===== src/include/i2cw_defs.svh =====
`ifndef I2CW_DEFS_SVH
`define I2CW_DEFS_SVH
// ----------------------------------------
// Address matcher constants
// ----------------------------------------
`define I2CW_ADDR7_W     7
`define I2CW_ADDR10_W    10
`define I2CW_HDR10       5'h1e
`define I2CW_BYTE_W      8
`endif


===== src/include/i2cw_pkg.sv =====
package i2cw_pkg;
  typedef enum logic [2:0] {
    I2CW_IDLE,
    I2CW_WAIT_OSC,
    I2CW_RX_ADDR,
    I2CW_RX_ADDR2,
    I2CW_ACK,
    I2CW_HOLD,
    I2CW_RUN
  } i2cw_state_t;
endpackage


===== src/design/i2cw_stop_wake.sv =====
// Functional notes
// (RQ1) Wake processor from Stop on own address
// (RQ2) Wake only when fast oscillator is kernel clock
// (RQ3) On START request oscillator, stretch SCL
// (RQ4) Receive address using fast oscillator kernel clock
// (RQ5) On match, hold SCL through wakeup
// (RQ6) Release stretch when software clears match flag
// (RQ7) On mismatch drop request, no wakeup
// (RQ8) Address match in Stop raises wakeup interrupt
// (RQ9) Oscillator request dropped when no longer needed
// (RQ10) Release SCL once oscillator reports stable
`timescale 1ns/1ps
`default_nettype none
`include "i2cw_defs.svh"

module i2cw_stop_wake
  import i2cw_pkg::*;
(
  input  wire logic                     core_clk,
  input  wire logic                     sys_rst,
  input  wire logic                     scl_in,
  output logic                          scl_out,
  output logic                          scl_oe,
  input  wire logic                     sda_in,
  output logic                          sda_out,
  output logic                          sda_oe,
  input  wire logic                     stop_mode,
  input  wire logic                     kernel_is_fast_osc,
  input  wire logic                     addr_10bit,
  input  wire logic [`I2CW_ADDR10_W-1:0] own_addr,
  input  wire logic                     osc_ready,
  input  wire logic                     addr_flag_clear,
  output logic                          osc_request,
  output logic                          addr_match_flag,
  output logic                          wakeup_irq
);

  // ----------------------------------------
  // Pin synchronisers
  // ----------------------------------------
  logic [1:0] scl_sync;
  logic [1:0] sda_sync;
  logic [1:0] rdy_sync;
  logic       scl_d;
  logic       sda_d;

  // Two stages before any logic looks at the pins
  // Bus lines reset high to match the idle bus, so no false START
  // is seen straight after reset; ready resets low for the same reason
  always_ff @(posedge core_clk) begin
    if (sys_rst) begin
      scl_sync <= 2'h3;
      sda_sync <= 2'h3;
      rdy_sync <= 2'h0;
    end else begin
      scl_sync <= {scl_sync[0], scl_in};
      sda_sync <= {sda_sync[0], sda_in};
      rdy_sync <= {rdy_sync[0], osc_ready};
    end
  end

  // Previous synchronised levels for edge detection
  // The third stage adds no latency: edges are flagged as soon as
  // the synchroniser output changes, and that output also feeds the logic
  always_ff @(posedge core_clk) begin
    if (sys_rst) begin
      scl_d <= 1'b1;
      sda_d <= 1'b1;
    end else begin
      scl_d <= scl_sync[1];
      sda_d <= sda_sync[1];
    end
  end

  logic scl_s;
  logic sda_s;
  logic scl_rise;
  logic scl_fall;
  logic start_det;
  logic stop_det;
  assign scl_s     = scl_sync[1];
  assign sda_s     = sda_sync[1];
  assign scl_rise  = scl_s & ~scl_d;
  assign scl_fall  = ~scl_s & scl_d;
  assign start_det = scl_s & scl_d & sda_d & ~sda_s;
  assign stop_det  = scl_s & scl_d & ~sda_d & sda_s;

  // ----------------------------------------
  // Wakeup sequencer
  // ----------------------------------------
  i2cw_state_t state;
  logic [`I2CW_BYTE_W-1:0] shreg;
  logic [3:0]              bitcnt;
  logic                    hit;
  logic                    second;
  logic                    ack_hi;

  // Bit counter is four bits wide so it reaches eight without wrapping
  // Match against the received byte; 10-bit mode needs header then low byte
  // Read direction is never matched here: a read cannot wake the core
  always_comb begin
    hit = 1'b0;
    if (!addr_10bit)
      hit = (shreg[7:1] == own_addr[6:0]) & ~shreg[0];
    else if (!second)
      hit = (shreg[7:3] == `I2CW_HDR10) & (shreg[2:1] == own_addr[9:8]) & ~shreg[0];
    else
      hit = (shreg == own_addr[7:0]);
  end

  // Sequencing; a START while receiving restarts the bit count (second byte flag kept), a STOP drops back to idle
  always_ff @(posedge core_clk) begin
    if (sys_rst) begin
      state  <= I2CW_IDLE;
      shreg  <= '0;
      bitcnt <= '0;
      second <= 1'b0;
      ack_hi <= 1'b0;
    end else begin
      case (state)
        I2CW_IDLE: begin
          // Only armed in Stop with the fast oscillator as kernel clock
          if (start_det && stop_mode && kernel_is_fast_osc) begin // [RQ2] [RQ3]
            state  <= I2CW_WAIT_OSC;
            second <= 1'b0;
          end
        end
        I2CW_WAIT_OSC: begin
          bitcnt <= '0;
          if (rdy_sync[1])
            state <= I2CW_RX_ADDR;                  // [RQ10]
        end
        I2CW_RX_ADDR: begin
          if (stop_det)
            state <= I2CW_IDLE;
          else if (start_det)
            bitcnt <= '0;
          else if (scl_rise) begin
            shreg  <= {shreg[6:0], sda_s};          // [RQ4]
            bitcnt <= bitcnt + 4'h1;
          end else if (scl_fall && bitcnt == 4'h8) begin
            if (hit) begin
              state  <= I2CW_ACK;
              ack_hi <= 1'b0;
            end else
              state <= I2CW_IDLE;                   // [RQ7]
          end
        end
        I2CW_ACK: begin
          // Drive ACK low for one SCL pulse
          if (scl_rise)
            ack_hi <= 1'b1;
          else if (scl_fall && ack_hi) begin
            if (addr_10bit && !second) begin
              second <= 1'b1;
              bitcnt <= '0;
              state  <= I2CW_RX_ADDR;
            end else
              state <= I2CW_HOLD;                   // [RQ1] [RQ5]
          end
        end
        I2CW_HOLD: begin
          if (addr_flag_clear && addr_match_flag)
            state <= I2CW_RUN;                      // [RQ6]
        end
        I2CW_RUN: begin
          // Normal transfer belongs to the running core; wait for bus end
          if (stop_det)
            state <= I2CW_IDLE;
        end
        default: state <= I2CW_IDLE;
      endcase
    end
  end

  // ----------------------------------------
  // Outputs, all registered
  // ----------------------------------------
  // SCL low while waiting for oscillator or processor wakeup
  // Pads are open drain: the block only ever pulls low, and the
  // enables lag the state by one cycle, well inside the SCL low phase
  always_ff @(posedge core_clk) begin
    if (sys_rst) begin
      scl_oe  <= 1'b0;
      scl_out <= 1'b1;
      sda_oe  <= 1'b0;
      sda_out <= 1'b1;
    end else begin
      scl_oe  <= (state == I2CW_WAIT_OSC) | (state == I2CW_HOLD); // [RQ3] [RQ5]
      scl_out <= 1'b0;
      sda_oe  <= (state == I2CW_ACK);
      sda_out <= 1'b0;
    end
  end

  // Request held only from START until mismatch or bus end
  // Kept through the running transfer so the kernel clock stays alive
  // until the bus is free; dropping it earlier would starve the core
  always_ff @(posedge core_clk) begin
    if (sys_rst)
      osc_request <= 1'b0;
    else
      osc_request <= (state != I2CW_IDLE);          // [RQ3] [RQ9]
  end

  // Match flag: a fresh match wins over a clear in the same cycle
  // Wakeup follows the hold state, so it rises one cycle after the
  // flag and falls as soon as software lets the bus go
  always_ff @(posedge core_clk) begin
    if (sys_rst) begin
      addr_match_flag <= 1'b0;
      wakeup_irq      <= 1'b0;
    end else begin
      if (state == I2CW_ACK && scl_fall && ack_hi && !(addr_10bit && !second))
        addr_match_flag <= 1'b1;
      else if (addr_flag_clear)
        addr_match_flag <= 1'b0;
      wakeup_irq <= (state == I2CW_HOLD) & stop_mode; // [RQ8]
    end
  end

endmodule // i2cw_stop_wake
`default_nettype wire


===== config.mk =====
export PLATFORM = sky130hd
export DESIGN_NAME = i2cw_stop_wake
export DESIGN_NICKNAME = d
export VERILOG_FILES = /design/src/include/i2cw_pkg.sv /design/src/design/i2cw_stop_wake.sv
export VERILOG_INCLUDE_DIRS = /design/src /design/src/include
export SDC_FILE = /design/constraint.sdc
export NUM_CORES = 1
export LEC_CHECK = 0
export ABC_CLOCK_PERIOD_IN_PS = 2300
export BUFFER_PORTS_ARGS = -buffer_cell sky130_fd_sc_hd__buf_2
export CAP_MARGIN = 20
export CORE_MARGIN = 2
export CORE_UTILIZATION = 39
export CTS_BUF_LIST = sky130_fd_sc_hd__clkbuf_16
export DETAILED_ROUTE_END_ITERATION = 7
export PLACE_DENSITY = 0.59
export RECOVER_POWER = 100
export SYNTH_ARGS = -nofsm -noshare
export SYNTH_HDL_FRONTEND = slang
export SYNTH_SLANG_ARGS = --single-unit

===== constraint.sdc =====
create_clock -name core_clk -period 2.3 [get_ports core_clk]
set_clock_uncertainty 0.15 [all_clocks]
set_input_delay 0.115 -clock core_clk [delete_from_list [all_inputs] [get_ports core_clk]]
set_output_delay 0.115 -clock core_clk [all_outputs]
set_load 0.01 [all_outputs]

==> Yosys cells after proc, flatten, opt, wreduce, memory -nomap -nowiden <==
Index checks and enable logic that the tools add are counted.
{ "op_classes": {"n_lt_le_gt_ge": 0, "eq_ne": 27, "n_reduce_logical": 22, "addsub": 1, "shifts": 0, "n_mul": 0, "n_mux": 37, "bitwise_logic": 19, "div": 0} }
{ "ops": {"columns": ["op", "n"], "rows": [
  ["2-to-1 mux 3 bit", 12],
  ["2-to-1 mux 4 bit", 6],
  ["inequality test 2 bit (second input constant)", 12],
  ["one-hot mux 3 bit (6 select lines)", 1],
  ["2-to-1 mux 1 bit", 15],
  ["inequality test 3 bit (second input constant)", 4],
  ["one-hot mux 4 bit (3 select lines)", 1],
  ["AND 1 bit", 11],
  ["equality test 3 bit (second input constant)", 3],
  ["logical AND 1 bit", 9],
  ["AND reduction 9 bit", 1],
  ["equality test 8 bit", 1],
  ["equality test 7 bit", 1],
  ["NOT 1 bit", 7],
  ["AND reduction 7 bit", 1],
  ["AND reduction 6 bit", 1],
  ["nonzero test 2 bit", 3],
  ["nonzero test 3 bit", 2],
  ["equality test 5 bit (second input constant)", 1],
  ["AND reduction 5 bit", 1],
  ["adder 4 x 1 -> 4 bit (second input constant)", 1],
  ["equality test 4 bit (second input constant)", 1],
  ["one-hot mux 1 bit (2 select lines)", 2],
  ["AND reduction 4 bit", 1],
  ["7 further kinds", 8]
]} }
{ "word_totals": {"romBits": 0, "word_cells": 122, "out_inout_bits": 7, "reg_bits": 31, "n_memories": 0, "inputBits": 19, "latch_bits": 0, "ramBits": 0} }

==> Logic depth before layout (Yosys ltp) <==
{ "logic_depth": {"depth_word": 11, "mapped_depth": 7, "depth_no_buf": 7} }

==> Worst setup path before layout <==
Ideal clock, no wire load.
{ "synth_timing": {"path_type": "reg2reg", "startpoint": "register bitcnt[0]", "endpoint": "register state[0]", "required_time_ps": 2022, "path_stages_with_launch": 8, "period_less_slack_ps": 1864, "t_arrival_ps": 1587, "setup_time_ps": 128, "setup_slack_ps": 436, "path_buffers": 0, "path_cell_list": "dfxtp_1 inv_1 ha_1 nor4bb_1 a2111oi_2 and4bb_1 a31oi_1 nor2_1"} }
{ "synth_via": {"elab_chain_cells": 4} }
{ "synth_lines": {"columns": ["item", "line", "source"], "rows": [
  ["start, declared", "i2cw_stop_wake.sv:93", "logic [3:0] bitcnt;"],
  ["start signal, assigned", "i2cw_stop_wake.sv:140", "bitcnt <= bitcnt + 4'h1;"],
  ["equality test 4 bit", "i2cw_stop_wake.sv:141", "end else if (scl_fall && bitcnt == 4'h8) begin"],
  ["logical AND 1 bit", "i2cw_stop_wake.sv:141", null],
  ["inequality test 3 bit (no source line)", null, null],
  ["AND reduction 9 bit (no source line)", null, null],
  ["end signal, assigned", "i2cw_stop_wake.sv:143", "state <= I2CW_ACK;"],
  ["end signal, assigned", "i2cw_stop_wake.sv:146", "state <= I2CW_IDLE;"],
  ["end signal, assigned", "i2cw_stop_wake.sv:157", "state <= I2CW_RX_ADDR;"],
  ["end, declared", "i2cw_stop_wake.sv:91", "i2cw_state_t state;"]
]} }
No other way between the ends.
A chain may end at the register's enable or synchronous reset.

==> Worst setup path in the final report <==
Ends and elaborated chain as after synthesis.

==> metrics.md <==
| Metric | Value |
|---|---|
| Status | `finished, final reports clean` |
| Max frequency | `479 MHz` |
| Number of synthesized flops with an enable pin | `0` |
| Via Count | `1292` |
| Unique masters post-synth | `44` |
| CTS tree | `yes` |
| Initial antenna violation count | `0` |
| Peak supply drop | `0.261 mV` |
| Main synth FF type | `dfxtp_1` |
| Synthesized Nets | `194` |
| Area Overhead vs Synth | `19.9%` |
| Die H | `66.2 um` |
| CTS root buf | `clkbuf_16` |
| Clock tree sinks | `31` |
| Via/cell ratio | `5.17` |
| Global placer's final weighted congestion | `0.787` |
| Die X | `66.2 um` |
| CP arrival | `2.05 ns` |
| Post-Syn Instances | `173` |
| Leak pwr | `0.683 nW` |
| Post-synthesis mux area share | `0%` |
| Number of diodes | `0` |
| Final Setup Violations | `0` |
| Critical path endpoint category | `flip-flop` |
| Global route overflow | `0` |
| Hold Violations, Final | `0` |
| I/O pin count | `26` |
| Vias in the first global route | `1172` |
| Period utilisation layout | `90.7%` |
| DRC errors left | `0` |
| Combinational family with the most area after synthesis | `simple AND/OR/NAND/NOR gates` |
| Clock buffer count from CTS | `5` |
| DRT Pass-1 Iters | `5` |
| Least-Margin Pin Slew | `1.21 ns` |
| Synth Warn # | `0` |
| First-pass GRT wire length | `5370 um` |
| Count of pins over their slew limit | `0` |
| Initial Utilization | `40.8%` |
| Most frequent cells in the layout | `31 x dfxtp_1, 23 x nand2_1, 17 x buf_2` |
| Synthesized-area fraction occupied by xor and xnor cells | `10.5%` |
| Final WL | `3250 um` |
| CP Class | `reg2reg` |
| Latest clock arrival within the worst-skew pair | `0.27 ns` |
| CTS clk-pin slew, worst paths | `0.05 ns` |
| RSZ-0062 raised after global routing | `no` |
| IO Port Bufs | `25` |
| Gr usage total | `16.3%` |
| Die area | `4380 um2` |
| Compound-Gate Fraction of Synth Area | `13.3%` |
| Register area share after synthesis | `41.2%` |
| Pwr/cell area | `722 nW/um2` |
| H-Tree Depth | `2` |
| Crit-path max FO | `3` |
| FFs w/ async S/R, synth | `0%` |
| Max-slew headroom | `19.3%` |
| Min-Delay Path Class | `in2reg` |
| Worst path required time | `2.26 ns` |
| Iteration-0 DRC count of the detailed router | `60` |
| Largest net degree at the start of global routing | `30` |
| Synth Area in Simple Gates | `28.8%` |
| Nets | `222` |
| Fin util | `49.0%` |
| CP Launch Type | `flip-flop` |
| Number of max-cap violations | `0` |
| Final HPWL DP | `2370 um` |
| Final min period | `2.09 ns` |
| Synthesized flop and latch total | `31` |
| Setup_tns | `0 ns` |
| Share of cells above drive strength 1 | `17.3%` |
| Detail Route Antenna Nets | `0` |
| CTS Buffer Depth | `2` |
| Synthesized area | `1510 um2` |
| Placement Rows | `22` |
| Core footprint | `3690 um2` |
| Commonest non-fill, non-tap cell in the layout | `dfxtp_1` |
| Adder-Cell Fraction of Synth Area | `1.66%` |
| Fillers | `366` |
| Place WS | `0.261 ns` |
| WHS | `0.0929 ns` |
| Routed wire length per instance | `13.0 um` |
| Average size of a mapped cell | `8.71 um2` |
| Setup WS post-layout | `0.214 ns` |
[power by group]
group | switching (mW) | total (mW) | internal (mW) | leakage [nW]
Combinational | 0.0634 | 0.120 | 0.0565 | 0.366
Clock | 0.223 | 0.615 | 0.392 | 0.0649
Sequential | 0.0168 | 0.570 | 0.553 | 0.252
Total | 0.303 | 1.30 | 1.00 | 0.683
[per-layer routing]
metal / global-route usage (%) / routed length [um] / vias up / share of wire [%]
met5: 0 / 0 / - / 0
met4: 6.63 / 61 / 0 / 1.9
met3: 5.28 / 141 / 9 / 4.3
met2: 25.6 / 1530 / 24 / 47
met1: 20.4 / 1520 / 610 / 47
li1: - / - / 649 / -
[area by class of cell]
| class | count | area [um2] | area share, % |
|---|---|---|---|
| Multi-Input combinational cell | 128 | 807 | 44.7 |
| Sequential cell | 31 | 621 | 34.3 |
| Timing Repair Buffer | 30 | 160 | 8.86 |
| Clock buffer | 5 | 125 | 6.93 |
| Tap cell | 48 | 60.1 | 3.32 |
| Inverter | 5 | 18.8 | 1.04 |
| Clock inverter | 3 | 15.0 | 0.831 |
[what timing repair did]
action,in CTS,in global routing
resized for setup,0,0
setup buffers,0,0
hold endpoints to repair,4,0
hold buffers,4,0
[final timing paths]
path	startpoint	end	slack [ns]	depth (start not counted)
worst max-delay path	bitcnt[0]	state[0]	0.21	7
worst min-delay path	addr_flag_clear	addr_match_flag	0.09	4
worst max register to register	bitcnt[0]	state[0]	0.21	7
worst min register to register	sda_sync[0]	sda_sync[1]	0.26	1
[through the flow]
step | cells | power, mW | instance area (um2)
after floorplan | 173 | 0.659 | 1510
after global placement | 238 | 0.694 | 1650
after detailed placement | 238 | 0.698 | 1650
after CTS | 250 | 1.31 | 1830
final | 250 | 1.30 | 1810
after global routing | 250 | 1.37 | 1810
[logic make-up after synthesis]
kind of cell,after synthesis
AO/OA/AOI/OAI,31
XOR/XNOR,18
adder cells (fa/ha/maj),2
buffers and inverters,14
flip-flops,31
AND/OR/NAND/NOR,77
[synth_stat cells (all sizes together), types with 3 or more instances]
library cell / instances / area share (%)
or2: 6 / 2.5
xnor2: 10 / 5.8
nand4: 3 / 1.2
nor2b: 6 / 2.5
clkbuf: 3 / 0.75
nor2: 11 / 2.7
a21oi: 14 / 4.7
nor3b: 3 / 2.2
inv: 5 / 1.2
nand3: 3 / 1.3
xor2: 8 / 4.7
nand2: 24 / 6.1
and3: 3 / 1.2
buf: 6 / 2.6
dfxtp: 31 / 41
o21ai: 6 / 2.0
[worst max-delay path, cell delays in order, from the launching register on]
cell	delay [ns]
dfxtp_1	0.35
inv_1	0.08
ha_1	0.20
nor4bb_1	0.15
a2111oi_2	0.47
and4bb_1	0.30
a31oi_1	0.17
nor2_1	0.05
[registers in the layout, indices dropped and copies added, names as in the netlist]
register / cells
wakeup_irq: 1
scl_oe: 1
bitcnt: 4
shreg: 8
second: 1
state: 3
addr_match_flag: 1
scl_d: 1
sda_oe: 1
osc_request: 1
sda_d: 1
sda_sync: 2
scl_sync: 2
sda_out: 1
rdy_sync: 2
ack_hi: 1
Power figures use the tool's default switching activity.
